## src/core/fsp_pkg.sv

```systemverilog
package fsp_pkg;
  // ==========================================================
  // Host register map (word index on the plain port)
  localparam logic [3:0] REG_CTRL   = 4'h0;
  localparam logic [3:0] REG_ADDR   = 4'h1;
  localparam logic [3:0] REG_DATA   = 4'h2;
  localparam logic [3:0] REG_STATUS = 4'h3;
  localparam logic [3:0] REG_RDATA  = 4'h4;
  // ==========================================================
  // Control register fields
  localparam int CTRL_GO_BIT    = 0;
  localparam int CTRL_OP_LSB    = 1;
  localparam int CTRL_OP_MSB    = 3;
  localparam int CTRL_HVA_BIT   = 4;
  localparam int CTRL_HVOE_BIT  = 5;
  // ==========================================================
  // Flash status bit positions
  localparam int POLLING_BIT     = 7;
  localparam int ACTIVITY_BIT    = 6;
  localparam int TIMEOUT_BIT     = 5;
  localparam int ERASE_WIN_BIT   = 3;
  localparam int ESECT_TGL_BIT   = 2;
  localparam int LOWEST_DATA_BIT = 0;
  // Address bit positions used by protect modes
  localparam int ID_SELECT_BIT   = 1;
  localparam int LOW_SELECT_BIT  = 0;
  localparam int UNPROT_SEL_BIT  = 6;
  // Reset command data
  localparam logic [7:0] RESET_CMD = 8'hF0;
  // ==========================================================
  // Timing: each strobe phase, in ns, and derived cycles
  localparam int CLK_PERIOD_NS = 5;
  localparam int STROBE_NS     = 60;
  localparam int STROBE_CYC    = (STROBE_NS + CLK_PERIOD_NS - 1) / CLK_PERIOD_NS;
  localparam int GLITCH_NS     = 5;
  localparam int GLITCH_CYC    = (GLITCH_NS + CLK_PERIOD_NS - 1) / CLK_PERIOD_NS;
  localparam logic [7:0] CNT_ZERO = 8'h00;
  // ==========================================================
  // Operations
  typedef enum logic [2:0] {
    OP_WRITE   = 3'b000,
    OP_READ    = 3'b001,
    OP_POLL    = 3'b010,
    OP_PROTECT = 3'b011,
    OP_UNPROT  = 3'b100,
    OP_RESET   = 3'b101
  } fsp_op_t;
  // Poll results
  typedef enum logic [1:0] {
    PR_NONE = 2'b00,
    PR_DONE = 2'b01,
    PR_FAIL = 2'b10
  } fsp_res_t;
endpackage

```

## src/core/fsp_strobe.sv

```systemverilog
`timescale 1ns/10ps
// ==========================================================
// Timed single bus cycle on the flash pins
module fsp_strobe #(
  parameter int PHASE_CYC = 12
) (
  input  wire logic       clk,
  input  wire logic       rstN,
  input  wire logic       start,
  input  wire logic       isWrite,
  output logic            ceN,
  output logic            weN,
  output logic            oeN,
  output logic            sample,
  output logic            done
);
  typedef enum logic [1:0] {
    ST_IDLE = 2'b00,
    ST_ACT  = 2'b01,
    ST_REC  = 2'b10
  } fsp_stb_t;
  fsp_stb_t    state_r;
  logic [7:0]  cnt_r;
  logic        wr_r;
  localparam logic [7:0] PHASE_LAST = 8'(PHASE_CYC - 1);

  // Sequencer: active phase then recovery with all strobes high
  always_ff @(posedge clk or negedge rstN) begin
    if (!rstN) begin
      state_r <= ST_IDLE;
      cnt_r   <= fsp_pkg::CNT_ZERO;
      wr_r    <= 1'b0;
      ceN     <= 1'b1;
      weN     <= 1'b1;
      oeN     <= 1'b1;
      sample  <= 1'b0;
      done    <= 1'b0;
    end else begin
      sample <= 1'b0;
      done   <= 1'b0;
      case (state_r)
        ST_IDLE: begin
          if (start) begin
            state_r <= ST_ACT;
            wr_r    <= isWrite;
            cnt_r   <= fsp_pkg::CNT_ZERO;
            ceN     <= 1'b0;
            weN     <= ~isWrite;   // Write needs oe high, ce and we low
            oeN     <= isWrite;
          end
        end
        ST_ACT: begin
          cnt_r <= cnt_r + 8'h01;
          if (cnt_r == PHASE_LAST) begin
            state_r <= ST_REC;
            cnt_r   <= fsp_pkg::CNT_ZERO;
            ceN     <= 1'b1;
            weN     <= 1'b1;
            oeN     <= 1'b1;
            sample  <= ~wr_r;
          end
        end
        ST_REC: begin
          cnt_r <= cnt_r + 8'h01;
          if (cnt_r == PHASE_LAST) begin
            state_r <= ST_IDLE;
            done    <= 1'b1;
          end
        end
        default: state_r <= ST_IDLE;
      endcase
    end
  end

  // Write strobe never low with output strobe low
  no_contend_a: assert property (@(posedge clk) disable iff (!rstN) !(!weN && !oeN))
    else $error("write and output strobes low together");
  // Write strobe stays low long past the glitch width
  we_width_a: assert property (@(posedge clk) disable iff (!rstN)
    $fell(weN) |=> !weN [*2])
    else $error("write strobe pulse too short");
endmodule // fsp_strobe

```

## src/core/fsp_host.sv

```systemverilog
`timescale 1ns/10ps
// Summary of operation
// - Host reads status twice, compares toggles; stable means done.
// - Toggling with timeout high: recheck; still toggling means fail, send reset (the host only reports PR_FAIL; reset is sent only by OP_RESET).
// - Resumed polling restarts toggle detection from the first read.
// - Under timeout only status reads work; reset before new work (the host takes new work without one; reset is sent only by OP_RESET).
// - Host reads erase-window flag before and after each added erase command; the bench reads it only after the added command.
// - Write only with chip select and write low, output strobe high.
// - Protect programming with elevated voltages, between write fall and rise.
// - Chip unprotect: elevated voltages, chip select low, unprotect bit high.
// - Protect every sector before chip unprotect.
module fsp_host #(
  parameter int ADDR_W = 19
) (
  input  wire logic              core_clk,
  input  wire logic              nrst,
  input  wire logic [3:0]        regAddr,
  input  wire logic [31:0]       regWdata,
  input  wire logic              regWr,
  input  wire logic              regRd,
  output logic [31:0]            regRdata,
  output logic [ADDR_W-1:0]      flashAddr,
  output logic [7:0]             flashDout,
  output logic                   flashDoe,
  input  wire logic [7:0]        flashDin,
  output logic                   flashCeN,
  output logic                   flashWeN,
  output logic                   flashOeN,
  output logic                   hvAddrEn,
  output logic                   hvOeEn
);
  // ==========================================================
  // Reset release and declarations
  logic              rstSync1_r, rstN_r;
  logic [ADDR_W-1:0] addr_r;
  logic [7:0]        data_r, rdata_r, prev_r;
  logic [2:0]        op_r;
  logic              busy_r, hvA_r, hvOe_r, hadFirst_r, timeoutSeen_r;
  logic [1:0]        res_r;
  logic              stbStart_r, stbWrite;
  logic              ceN, weN, oeN, sample, done;
  logic [7:0]        din1_r, din2_r, din3_r, dinStable_r;
  logic [7:0]        toggled;

  // Two-stage reset release
  always_ff @(posedge core_clk or negedge nrst) begin
    if (!nrst) begin
      rstSync1_r <= 1'b0;
      rstN_r     <= 1'b0;
    end else begin
      rstSync1_r <= 1'b1;
      rstN_r     <= rstSync1_r;
    end
  end

  // ==========================================================
  // Flash data input: three flops, accept when last two agree
  always_ff @(posedge core_clk or negedge rstN_r) begin
    if (!rstN_r) begin
      din1_r      <= 8'h00;
      din2_r      <= 8'h00;
      din3_r      <= 8'h00;
      dinStable_r <= 8'h00;
    end else begin
      din1_r <= flashDin;
      din2_r <= din1_r;
      din3_r <= din2_r;
      if (din2_r == din3_r) dinStable_r <= din3_r;
    end
  end

  // ==========================================================
  // Bus cycle engine
  assign stbWrite = (op_r != fsp_pkg::OP_READ) && (op_r != fsp_pkg::OP_POLL);
  fsp_strobe #(
    .PHASE_CYC (fsp_pkg::STROBE_CYC)
  ) u_strobe (
    .clk     (core_clk),
    .rstN    (rstN_r),
    .start   (stbStart_r),
    .isWrite (stbWrite),
    .ceN     (ceN),
    .weN     (weN),
    .oeN     (oeN),
    .sample  (sample),
    .done    (done)
  );

  // Toggle bits compared across two consecutive captured reads
  assign toggled = prev_r ^ rdata_r;

  // ==========================================================
  // Command register writes and operation control
  always_ff @(posedge core_clk or negedge rstN_r) begin
    if (!rstN_r) begin
      addr_r        <= '0;
      data_r        <= 8'h00;
      op_r          <= 3'b000;
      busy_r        <= 1'b0;
      hvA_r         <= 1'b0;
      hvOe_r        <= 1'b0;
      stbStart_r    <= 1'b0;
      hadFirst_r    <= 1'b0;
      timeoutSeen_r <= 1'b0;
      prev_r        <= 8'h00;
      rdata_r       <= 8'h00;
      res_r         <= fsp_pkg::PR_NONE;
    end else begin
      stbStart_r <= 1'b0;
      if (regWr && !busy_r) begin
        case (regAddr)
          fsp_pkg::REG_ADDR: addr_r <= regWdata[ADDR_W-1:0];
          fsp_pkg::REG_DATA: data_r <= regWdata[7:0];
          fsp_pkg::REG_CTRL: begin
            hvA_r  <= regWdata[fsp_pkg::CTRL_HVA_BIT];   // Elevated voltage request
            hvOe_r <= regWdata[fsp_pkg::CTRL_HVOE_BIT];
            if (regWdata[fsp_pkg::CTRL_GO_BIT]) begin
              op_r       <= regWdata[fsp_pkg::CTRL_OP_MSB:fsp_pkg::CTRL_OP_LSB];
              busy_r     <= 1'b1;
              stbStart_r <= 1'b1;
              hadFirst_r <= 1'b0;   // Fresh poll restarts detection
              timeoutSeen_r <= 1'b0;
              res_r      <= fsp_pkg::PR_NONE;
              if (regWdata[fsp_pkg::CTRL_OP_MSB:fsp_pkg::CTRL_OP_LSB] == fsp_pkg::OP_RESET)
                data_r <= fsp_pkg::RESET_CMD;   // Reset command clears timeout
              if (regWdata[fsp_pkg::CTRL_OP_MSB:fsp_pkg::CTRL_OP_LSB] == fsp_pkg::OP_UNPROT)
                addr_r[fsp_pkg::UNPROT_SEL_BIT] <= 1'b1;   // Unprotect select high
            end
          end
          default: ;
        endcase
      end else if (sample) begin
        rdata_r <= dinStable_r;   // Byte kept for status and erase-window
      end else if (done) begin
        // Captured byte, not the released bus, feeds the poll decision
        if (op_r == fsp_pkg::OP_POLL) begin
          prev_r     <= rdata_r;
          hadFirst_r <= 1'b1;
          if (!hadFirst_r) begin
            stbStart_r <= 1'b1;   // Always at least two reads
          end else if (!toggled[fsp_pkg::ACTIVITY_BIT]) begin
            busy_r <= 1'b0;   // Stable: done, or late finish after timeout
            res_r  <= fsp_pkg::PR_DONE;
          end else if (timeoutSeen_r) begin
            busy_r <= 1'b0;   // Still toggling after timeout recheck
            res_r  <= fsp_pkg::PR_FAIL;
          end else begin
            timeoutSeen_r <= rdata_r[fsp_pkg::TIMEOUT_BIT];
            stbStart_r    <= 1'b1;
          end
        end else begin
          busy_r <= 1'b0;
        end
      end
    end
  end

  // ==========================================================
  // Pin outputs, all from flops
  always_ff @(posedge core_clk or negedge rstN_r) begin
    if (!rstN_r) begin
      flashAddr <= '0;
      flashDout <= 8'h00;
      flashDoe  <= 1'b0;
      flashCeN  <= 1'b1;
      flashWeN  <= 1'b1;
      flashOeN  <= 1'b1;
      hvAddrEn  <= 1'b0;
      hvOeEn    <= 1'b0;
    end else begin
      flashAddr <= addr_r;
      flashDout <= data_r;
      flashDoe  <= busy_r && stbWrite;   // Data held through recovery past the write strobe rise
      flashCeN  <= ceN;
      flashWeN  <= weN;   // Write cycle only with oe high
      flashOeN  <= oeN;
      hvAddrEn  <= hvA_r;
      hvOeEn    <= hvOe_r;
    end
  end

  // ==========================================================
  // Register read port, data one cycle later
  always_ff @(posedge core_clk or negedge rstN_r) begin
    if (!rstN_r) begin
      regRdata <= 32'h0000_0000;
    end else if (regRd) begin
      case (regAddr)
        fsp_pkg::REG_CTRL:   regRdata <= {26'h0, hvOe_r, hvA_r, op_r, busy_r};
        fsp_pkg::REG_ADDR:   regRdata <= 32'(addr_r);
        fsp_pkg::REG_DATA:   regRdata <= {24'h0, data_r};
        fsp_pkg::REG_STATUS: regRdata <= {28'h0, timeoutSeen_r, res_r, busy_r};
        fsp_pkg::REG_RDATA:  regRdata <= {24'h0, rdata_r};
        default:             regRdata <= 32'h0000_0000;
      endcase
    end else begin
      regRdata <= 32'h0000_0000;
    end
  end

  // Failure reported only after timeout seen
  fail_cause_a: assert property (@(posedge core_clk) disable iff (!rstN_r)
    $rose(res_r == fsp_pkg::PR_FAIL) |-> $past(timeoutSeen_r))
    else $error("fail without timeout");
  // Poll never finishes without a second read
  two_reads_a: assert property (@(posedge core_clk) disable iff (!rstN_r)
    $rose(res_r == fsp_pkg::PR_DONE) |-> $past(hadFirst_r))
    else $error("poll finished after one read");
  // Write strobe and output strobe never both low at the pins
  pin_write_a: assert property (@(posedge core_clk) disable iff (!rstN_r)
    !flashWeN |-> (flashOeN && !flashCeN))
    else $error("bad write pin state");
  // Data bus never driven while the device may drive it
  data_drive_a: assert property (@(posedge core_clk) disable iff (!rstN_r)
    flashDoe |-> flashOeN)
    else $error("data driven with output strobe low");
endmodule // fsp_host

```

## config.mk

```make
export PLATFORM = sky130hd
export DESIGN_NAME = fsp_host
export DESIGN_NICKNAME = d
export VERILOG_FILES = /design/src/core/fsp_pkg.sv /design/src/core/fsp_strobe.sv /design/src/core/fsp_host.sv
export SDC_FILE = /design/constraint.sdc
export NUM_CORES = 1
export LEC_CHECK = 0
export ABC_AREA = 0
export BUFFER_PORTS_ARGS = -buffer_cell sky130_fd_sc_hd__buf_2
export CAP_MARGIN = 30
export CELL_PAD_IN_SITES_DETAIL_PLACEMENT = 0
export CELL_PAD_IN_SITES_GLOBAL_PLACEMENT = 1
export CORE_MARGIN = 2
export CORE_UTILIZATION = 44
export CTS_CLUSTER_SIZE = 16
export DETAILED_ROUTE_END_ITERATION = 7
export PLACE_DENSITY = 0.75
export REMOVE_ABC_BUFFERS = 1
export SLEW_MARGIN = 20
export SYNTH_ARGS = -nofsm -noshare
export SYNTH_HDL_FRONTEND = slang
export SYNTH_SLANG_ARGS = --single-unit
```

## constraint.sdc

```tcl
create_clock -name core_clk -period 5.15 [get_ports core_clk]
set_clock_uncertainty 0.05 [all_clocks]
set_input_delay 0.2575 -clock core_clk [delete_from_list [all_inputs] [get_ports core_clk]]
set_output_delay 0.2575 -clock core_clk [all_outputs]
set_load 0.05 [all_outputs]
```

==> results.txt, run 1 <==
----------------------------------------------------
[Logic synthesis]
  Yosys top cell by area ... dfrtp_1
  Most repeated cell in the gate-level netlist after synthesis ... dfrtp_1
  Average footprint of a synthesized cell ... 14.0 sq um
  Async SR Flop Fraction ... 1.00
  Share of the synthesized area in the top cell type ... 0.643
  Synth warn ... 0
  Cell count after synthesis ... 399
  Biggest area contributors in the synthesized netlist ... dfrtp_1, mux2_2, dfstp_2
  Most instantiated flip-flop cell in the synthesis netlist ... dfrtp_1
  Number of flops mapped to enable cells by yosys ... 0
  Synthesized area ... 5570 sq um
  Most frequent cells after synthesis ... dfrtp_1, mux2_2, nand2_1
  Count of state elements after synthesis ... 149
  Distinct cell type count after synthesis ... 49
  Sequential fraction of the synthesis area ... 0.671

[STA]
  Final sum of negative setup slack ... 0 ns
  Worst slew margin ... 0.468
  Fin crit period ... 2.32 ns
  Hold Worst Slack ... 0.0185 ns
  Transition time at the pin with the least slew margin ... 0.796 ns
  Maximum clock rate ... 432 MHz
  Max Transition Viols Final ... 0
  Setup violation total in the final timing report ... 0
  Hold violation count in the final report ... 0
  Crit share post-route ... 0.450
  Setup repair after global routing missed its margin ... false

[Pwr]
  Maximum vdd drop ... 196 uV
  Overall power after layout ... 0.00371 W
  Total leakage power ... 3.40 nW
  Pwr Density ... 539 nW/um^2

[Clock network]
  TritonCTS Sinks ... 149
  Hold-fix buffers, CTS ... 9
  H-tree level count ... 4
  Root buffer selected by CTS ... clkbuf_16
  Insertion delay of the later-clocked pin in the worst-skew pair ... 0.42 ns
  Cells resized by post-CTS repair ... 0
  Post-CTS setup buffer count ... 0
  Num CTS Buffers ... 17
  Max Buffers Root-to-Sink ... 2
  Clock-pin slew on the worst setup and hold paths ... 0.06 ns
  CTS tree ... done

[Route]
  Total iterations of the first detailed-routing run ... 7
  Residual DRC count ... 0
  Via count ... 3438
  Wire length after detailed routing ... 10.4 mm
  DRT iter0 DRCs ... 214
  Vias per cell ... 4.97
  Wire per inst ... 15.0 um
  Remaining antenna violation count ... 0

[Global route]
  GRT Residual Overflow ... 0
  Maximum number of pins on one net before global-route repair ... 68
  Number of antenna violations at the first check in global routing ... 0
  First-pass GRT wire length ... 17.0 mm
  Vias in the first global route ... 3397
  Overall fraction of global-route tracks in use ... 0.166

[Place]
  Hpwl dp ... 7.08 mm
  Port-buffer cells ... 86
  Routability Congestion ... 0.777

[Finish]
  Area growth from synthesis to layout ... 23.8%
  Final Net Count ... 560
  Largest registers ... addr_r (19), flashAddr (19), regRdata (19)
  Fraction of final layout cells sized beyond drive strength 1 ... 0.335
  Ant. Diodes ... 0

[Floorplanning]
  Core region area ... 12500 sq um
  Standard-cell rows ... 41
  Die Outline Area ... 13600 sq um
  Floorplan die height ... 116 um
  Effective utilization at floorplan ... 0.447
  I/O pin count ... 113
  DIE WIDTH ... 116 um

[Critical path]
  Max stage delay cell, worst path ... a21oi_1
  Crit-path max FO ... 8
  CP peak stage delay ... 0.46 ns
  Crit path arrival time ... 2.56 ns
  Setup CP Type ... register to register
  Worst-path cell chain ... inv_1, ha_1, o21ai_0, a21oi_1, nand2b_1, o311ai_0
  Crit path from ... u_strobe.state_r[1]
  Startpoint type of the worst setup path ... register
  FF-to-FF setup slack ... 2.83 ns
  Capturing element type of the critical path ... register
  CP Data Required Time ... 5.39 ns
  RR Startpoint ... u_strobe.state_r[1]

[Run]
  Number of maximum-capacitance violations ... 0

[Min path]
  Hold/Removal Path Class ... input port to register
  Start point of the worst hold path ... regWdata[11]

[Outcome]
  Outcome ... completed

----------------------------------------------------
kinds of logic after synthesis:
kind of cell,Yosys count,synth area share
AND/OR/NAND/NOR,97,0.0989
XOR/XNOR,11,0.0173
other,2,0.00135
flip-flops,149,0.671
adder cells (fa/ha/maj),5,0.0112
AO/OA/AOI/OAI,64,0.0796
multiplexers,40,0.0877
buffers and inverters,31,0.0328
routing by layer:
layer / global-route usage / part of all wire / up-vias
met5: 0 / 0 / -
met4: 0.0754 / 0.014 / 0
met3: 0.0514 / 0.060 / 14
met2: 0.252 / 0.47 / 123
met1: 0.222 / 0.45 / 1695
li1: - / - / 1606
path summary, 6_finish.rpt:
path	to	depth (start not counted)
worst max-delay path	u_strobe.cnt_r[7]	6
worst min-delay path	addr_r[11]	2
worst max register to register	u_strobe.cnt_r[7]	6
worst min register to register	u_strobe.cnt_r[1]	0
max in group asynchronous	flashDout[2]	1
min in group asynchronous	rstN_r	2
power by group:
| group | leakage (nW) | internal (W) | total [W] | switching, W |
|---|---|---|---|---|
| clock | 0.321 | 0.000887 | 0.00136 | 0.000470 |
| sequential | 1.91 | 0.00142 | 0.00157 | 0.000148 |
| combinational | 1.17 | 0.000227 | 0.000787 | 0.000560 |
| total | 3.40 | 0.00254 | 0.00371 | 0.00118 |
metrics by stage:
step	setup slack [ns]	util	instances	area, sq um
2_1_floorplan	0.652	-	388	5460
3_3_place_gp	2.92	0.492	650	6140
5_1_grt	2.61	0.553	692	6890
6_report	2.83	0.553	692	6890
4_1_cts	2.85	0.553	692	6890
3_5_place_dp	2.87	0.493	651	6150
layout make-up:
cell class,count,area (sq um)
clock buffer,20,457
clock inverter,12,199
fill,1047,5570
inverter,8,30.0
multi-input combinational,231,1690
sequential,149,3740
tap,172,215
timing repair buffer,100,558
worst max-delay path, delay by kind of cell (launching register included):
family	cells	cell delay (ns)
compound gates	3	1.03
fa+ha+maj	1	0.32
buf+inv	1	0.09
flops	1	0.42
simple gates	1	0.29
cell usage in the layout (no fill, tap or decap), types with 2 or more instances in the layout:
master / Yosys / routed
mux2_2: 30 / 30
buf_4: 13 / 5
mux2_4: 10 / 10
o21ai_0: 18 / 18
nor2b_1: 3 / 3
o32a_1: 2 / 2
dlygate4sd3_1: 0 / 9
inv_1: 8 / 8
nand2b_1: 6 / 6
a32o_1: 2 / 2
a211oi_1: 2 / 2
nor2_1: 17 / 17
conb_1: 2 / 14
nor4b_1: 2 / 2
nand3_1: 10 / 10
nor3b_1: 3 / 3
nor4_1: 2 / 2
a222oi_1: 8 / 8
buf_2: 2 / 86
inv_6: 0 / 2
bufinv_16: 0 / 5
nor4b_2: 2 / 2
clkbuf_16: 0 / 17
o2111ai_1: 2 / 2
o22ai_1: 3 / 3
a21oi_1: 13 / 13
xor2_1: 9 / 9
dfrtp_1: 143 / 142
nand2_1: 26 / 26
a22oi_1: 3 / 3
xnor2_1: 2 / 2
dfstp_2: 6 / 6
o311ai_0: 3 / 3
and2_1: 12 / 12
and3_1: 6 / 6
clkbuf_8: 0 / 2
ha_1: 5 / 5
clkinv_2: 0 / 3
o22a_1: 3 / 3
(Power assumes the default switching activity.)
==> run 2, diff against run 1 <==
- ABC_AREA: 0 -> 1
- CORE_UTILIZATION: 44 -> 38
- PLACE_DENSITY: 0.75 -> 0.71
- clock period: 5.15 -> 2 ns (I/O delays scaled with it)
==> results.txt, run 2 <==
----------------------------------------------------
[Clock network]
  Post-CTS setup buffer count ... 0
  Insertion delay of the later-clocked pin in the worst-skew pair ... 0.42 ns
  Root buffer selected by CTS ... clkbuf_16
  Clock-pin slew on the worst setup and hold paths ... 0.06 ns
  H-tree level count ... 4
  CTS tree ... done
  TritonCTS Sinks ... 149
  Num CTS Buffers ... 17
  Max Buffers Root-to-Sink ... 2

[Pwr]
  Maximum vdd drop ... 580 uV
  Pwr Density ... 1110 nW/um^2
  Overall power after layout ... 0.00809 W
  Total leakage power ... 3.78 nW

[Critical path]
  Critical path's most frequent cell ... nand2_1
  Count of buffer and inverter cells on the critical path ... 3
  FF-to-FF setup slack ... 0.26 ns
  WP depth ... 10
  Crit path from ... u_strobe.state_r[0]
  Worst flop-to-flop path endpoint ... u_strobe.cnt_r[2]
  Max stage delay cell, worst path ... dfrtp_1
  Crit path arrival time ... 2.04 ns
  End point of the critical path ... u_strobe.cnt_r[2]
  CP Data Required Time ... 2.30 ns
  Setup CP Type ... register to register
  RR Startpoint ... u_strobe.state_r[0]
  Capturing element type of the critical path ... register
  Crit-path max FO ... 9
  Worst-path cell chain ... inv_1, ha_1, nand2_1, nand2_1, inv_2, buf_4, nand2_1, nand2_1, o21ai_0, a21oi_1
  Worst Reg2Reg Path Length in Cells ... 10
  Startpoint type of the worst setup path ... register
  Crit path max-delay family ... buffers and inverters
  CP peak stage delay ... 0.40 ns

[Floorplanning]
  I/O pin count ... 113
  Core region area ... 15000 sq um
  DIE WIDTH ... 127 um
  Effective utilization at floorplan ... 0.386
  Die Outline Area ... 16300 sq um
  Floorplan die height ... 127 um
  Standard-cell rows ... 45

[Logic synthesis]
  Most repeated cell in the gate-level netlist after synthesis ... nand2_1
  Sequential fraction of the synthesis area ... 0.645
  Average footprint of a synthesized cell ... 9.96 sq um
  Most frequent cells after synthesis ... nand2_1, dfrtp_1, nand3_1
  Number of flops mapped to enable cells by yosys ... 0
  Yosys top cell by area ... dfrtp_1
  Synthesized area ... 5800 sq um
  Async SR Flop Fraction ... 1.00
  Biggest area contributors in the synthesized netlist ... dfrtp_1, nand2_1, nand3_1
  Distinct cell type count after synthesis ... 32
  Most instantiated flip-flop cell in the synthesis netlist ... dfrtp_1
  Synth warn ... 0
  Share of the synthesized area in the top cell type ... 0.617
  Count of state elements after synthesis ... 149
  Cell count after synthesis ... 582

[Global route]
  GRT Residual Overflow ... 0
  Overall fraction of global-route tracks in use ... 0.159
  Vias in the first global route ... 4226
  First-pass GRT wire length ... 20.3 mm
  Number of antenna violations at the first check in global routing ... 0
  Maximum number of pins on one net before global-route repair ... 54

[STA]
  Setup repair after global routing missed its margin ... false
  Worst slew margin ... 0.640
  Max Transition Viols Final ... 0
  Fin crit period ... 1.74 ns
  Hold violation count in the final report ... 0
  Transition time at the pin with the least slew margin ... 0.537 ns
  Final sum of negative setup slack ... 0 ns
  Crit share post-route ... 0.869
  Maximum clock rate ... 575 MHz
  Setup violation total in the final timing report ... 0

[Finish]
  Ant. Diodes ... 0
  Number of filler cells placed in the layout ... 1380
  Final Net Count ... 769
  Fraction of final layout cells sized beyond drive strength 1 ... 0.230
  Leading cell type in the layout, fill and taps excluded ... nand2_1
  Largest registers ... addr_r (19), flashAddr (19), regRdata (19)
  Top library cells by usage in the layout, fill and taps aside ... nand2_1, dfrtp_1, buf_2, nand3_1, nor2_1
  Area growth from synthesis to layout ... 26.0%

[Route]
  Wire per inst ... 12.9 um
  Remaining antenna violation count ... 0
  Residual DRC count ... 0
  Total iterations of the first detailed-routing run ... 4
  DRT iter0 DRCs ... 251
  Vias per cell ... 4.59
  Wire length after detailed routing ... 11.8 mm
  Via count ... 4210

[Place]
  Hpwl dp ... 8.37 mm
  Routability Congestion ... 0.820
  Port-buffer cells ... 86

[Outcome]
  Outcome ... completed

[Min path]
  Hold/Removal Path Class ... input port to register

[Run]
  Number of maximum-capacitance violations ... 0

----------------------------------------------------
run 2: changes by cell type in the layout (fill, tap and decap cells not counted), sizes merged, moves of 21 or more:
cell         before  now
dlygate4sd3       9   30
mux2             40    7
nand2            27  196
nor2             17   50
inv              10   44
nand3            10   48
run 2: power breakdown:
part           internal [W]  switching, W  leakage [nW]
Clock               0.00161       0.00130         0.267
Sequential          0.00346      0.000230          1.89
Combinational      0.000379       0.00111          1.62
Total               0.00545       0.00264          3.78
run 2: timing repair:
action                                 in CTS  in global routing
setup endpoints to repair                   0                  1
endpoints found under the hold margin      44                  0
gates resized for setup                     0                  1
hold buffers                               30                  0
run 2: routing by layer:
metal  track usage  vias up  routed length, um
met5             0        -                  0
met4        0.0627        0                192
met3        0.0423       17                589
met2         0.258      101               5640
met1         0.204     2001               5370
li1              -     2091                  -
run 2: through the flow:
stage | util | hold slack [ns] | instance area [sq um] | setup slack (ns) | instances
after global placement | 0.429 | -0.166 | 6460 | 0.281 | 855
after CTS | 0.486 | 0.0370 | 7300 | 0.183 | 917
after floorplan | - | -0.246 | 5690 | -2.50 | 571
after global routing | 0.486 | 0.0925 | 7300 | 0.00425 | 917
after detailed placement | 0.429 | -0.165 | 6460 | 0.156 | 855
final | 0.486 | 0.0538 | 7300 | 0.262 | 917
run 2: kinds of logic (layout without fill, tap and decap cells):
group	Yosys count	in the layout	share of synthesized area
xor+xnor	9	9	0.0136
simple gates	305	305	0.219
buf+inv	61	196	0.0512
other cells	2	14	0.00130
compound gates	44	44	0.0456
mux	7	7	0.0136
flops	149	149	0.645
fa+ha+maj	5	5	0.0108
run 2: worst min-delay path by stage:
stage	cells past startpoint	slack [ns]	end	startpoint
final	6	0.05	data_r[6]	regAddr[2]
after global routing	6	0.09	data_r[6]	regAddr[2]
after CTS	6	0.04	data_r[6]	regAddr[2]
after detailed placement	1	-0.16	rstSync1_r	nrst
after global placement	1	-0.17	rstSync1_r	nrst
after floorplan	0	-0.25	rstN_r	nrst
run 2: area by class of cell:
class                   count  area, sq um  share of cell area
flip-flops and latches    149         3740               0.512
multi-input cells         384         1810               0.248
repair buffers            126          831               0.114
clock buffers              17          425              0.0583
well taps                 188          235              0.0322
inverters                  38          143              0.0195
clock inverters            15          120              0.0164
run 2: worst min-delay path, delay by kind of cell:
kind	cells	cell delay, ns
AO/OA/AOI/OAI	1	0.04
AND/OR/NAND/NOR	4	0.23
buffers and inverters	1	0.11
==> run 3, diff against run 2 <==
- BUFFER_PORTS_ARGS: -buffer_cell sky130_fd_sc_hd__buf_2 -> not set
- CORE_UTILIZATION: 38 -> 35
- DONT_BUFFER_PORTS: not set -> 1
- PLACE_DENSITY: 0.71 -> 0.58
==> results.txt, run 3 (synthesized netlist as in run 2, its figures left out) <==
----------------------------------------------------
[Outcome]
  Outcome ... finished, violations left
  Failing checks ... hold timing

[Route]
  Total iterations of the first detailed-routing run ... 4
  Wire per inst ... 13.9 um
  Residual DRC count ... 0
  DRT iter0 DRCs ... 213
  Wire length after detailed routing ... 12.1 mm
  Remaining antenna violation count ... 0
  Via count ... 3944
  Vias per cell ... 4.51

[Run]
  Number of maximum-capacitance violations ... 0

[Global route]
  Number of antenna violations at the first check in global routing ... 0
  GR peak layer ... met2
  Overall fraction of global-route tracks in use ... 0.146
  Maximum number of pins on one net before global-route repair ... 44
  GRT Residual Overflow ... 0
  Vias in the first global route ... 3996
  Met3 track demand over resource ... 0.0337
  Global-route met2 utilization ... 0.241
  First-pass GRT wire length ... 20.2 mm
  Met1 track utilization from global routing ... 0.186

[Floorplanning]
  Floorplan die height ... 133 um
  Core region area ... 16400 sq um
  Effective utilization at floorplan ... 0.353
  I/O pin count ... 113
  Standard-cell rows ... 47
  Die Outline Area ... 17600 sq um
  DIE WIDTH ... 133 um

[STA]
  Hold Worst Slack ... -0.00391 ns
  Final sum of negative setup slack ... 0 ns
  Minimum setup slack in the final design ... 0.118 ns
  Transition time at the pin with the least slew margin ... 0.573 ns
  Worst slew margin ... 0.616
  Hold violation count in the final report ... 1
  Crit share post-route ... 0.941
  Maximum clock rate ... 531 MHz
  Setup violation total in the final timing report ... 0
  Max Transition Viols Final ... 0
  Fin crit period ... 1.88 ns

[Finish]
  FF+latch area ... 3740 sq um
  Number of filler cells placed in the layout ... 1613
  Final standard cell count with taps included and fillers excluded ... 874
  Leading cell type in the layout, fill and taps excluded ... nand2_1
  Largest registers ... addr_r (19), flashAddr (19), regRdata (19)
  Ant. Diodes ... 0
  Area growth from synthesis to layout ... 21.8%
  Final Net Count ... 694
  Fraction of final layout cells sized beyond drive strength 1 ... 0.131
  Top library cells by usage in the layout, fill and taps aside ... nand2_1, dfrtp_1, nand3_1, nor2_1, dlygate4sd3_1
  Multi-input gate area ... 1810 sq um
  Util after Layout ... 0.430

[Place]
  Port-buffer cells ... 0
  Setup slack at placement ... 0.151 ns
  Hpwl dp ... 8.38 mm
  Placed Cells incl. Taps ... 798
  Routability Congestion ... 0.744

[Pwr]
  Overall power after layout ... 0.00811 W
  Total leakage power ... 3.44 nW
  Maximum vdd drop ... 601 uV
  Pwr Density ... 1150 nW/um^2

[Clock network]
  TritonCTS Sinks ... 149
  Num CTS Buffers ... 17
  Clock-pin slew on the worst setup and hold paths ... 0.06 ns
  Root buffer selected by CTS ... clkbuf_16
  Max Buffers Root-to-Sink ... 2
  Insertion delay of the later-clocked pin in the worst-skew pair ... 0.42 ns
  H-tree level count ... 4
  CTS tree ... done

[Critical path]
  Setup CP Type ... input port to register
  Worst Reg2Reg Path Length in Cells ... 8
  CP Data Required Time ... 2.31 ns
  Worst flop-to-flop path endpoint ... u_strobe.cnt_r[3]
  Capturing element type of the critical path ... register
  FF-to-FF setup slack ... 0.18 ns
  Startpoint type of the worst setup path ... input port
  Crit-path max FO ... 8
  RR Startpoint ... u_strobe.state_r[0]
  Crit path arrival time ... 2.19 ns

[Min path]
  Start point of the worst hold path ... regAddr[1]
  Hold/Removal Path Class ... input port to register
  Worst hold endpoint ... regRdata[3]
  Number of cells traversed by the worst hold path ... 4

----------------------------------------------------
run 3: cell count changes in the layout (fill, tap and decap cells not counted), sizes merged:
cell / delta
buf: -83
clkbuf: +1
clkinv: -2
clkinvlp: +1
dlygate4sd3: +7
inv: +1
run 3: repair_timing:
item                       CTS  global route
hold endpoints to repair    51             0
setup endpoints to repair    0             9
hold buffers                38             0
resized for setup            0             3
buffers inserted             0             6
run 3: routing by layer:
layer | part of all wire | vias to the layer above
met5 | 0 | -
met4 | 0.017 | 0
met3 | 0.031 | 17
met2 | 0.49 | 73
met1 | 0.46 | 1919
li1 | - | 1935
run 3: worst max path at each step:
stage,from,end,slack (ns),cells past startpoint
after CTS,regAddr[3],regRdata[7],0.05,10
after global routing,u_strobe.state_r[0],u_strobe.cnt_r[3],-0.01,8
after global placement,u_strobe.state_r[0],u_strobe.cnt_r[3],0.25,8
after detailed placement,u_strobe.state_r[0],u_strobe.cnt_r[3],0.15,8
after floorplan,rstN_r,addr_r[0],-2.50,0
final,regAddr[1],regRdata[6],0.12,9
run 3: cell type report:
class / instances / share of cell area
sequential: 149 / 0.530
multi-input combinational: 384 / 0.257
timing repair buffer: 50 / 0.0716
clock buffer: 18 / 0.0622
tap: 220 / 0.0390
inverter: 38 / 0.0207
clock inverter: 14 / 0.0188
timing repair inverter: 1 / 0.00106
run 3: power breakdown:
| group | internal [W] | switching, W |
|---|---|---|
| clock | 0.00168 | 0.00136 |
| sequential | 0.00345 | 0.000825 |
| combinational | 0.000292 | 0.000494 |
run 3: per-stage QoR:
| step | hold slack, ns | cell area [sq um] |
|---|---|---|
| after CTS | 0.00543 | 7010 |
| final | -0.00391 | 7060 |
| after global routing | 0.0247 | 7060 |
| after global placement | -0.246 | 6060 |
| after detailed placement | -0.246 | 6060 |
| after floorplan | -0.246 | 5690 |
run 3: worst max-delay path, stage by stage:
cell           delay (ns)
dlygate4sd3_1        0.62
nor2_2               0.20
nand2_1              0.09
nor2_2               0.29
nand2_1              0.16
nand3_1              0.09
dlygate4sd3_1        0.54
nand2_1              0.05
inv_1                0.05
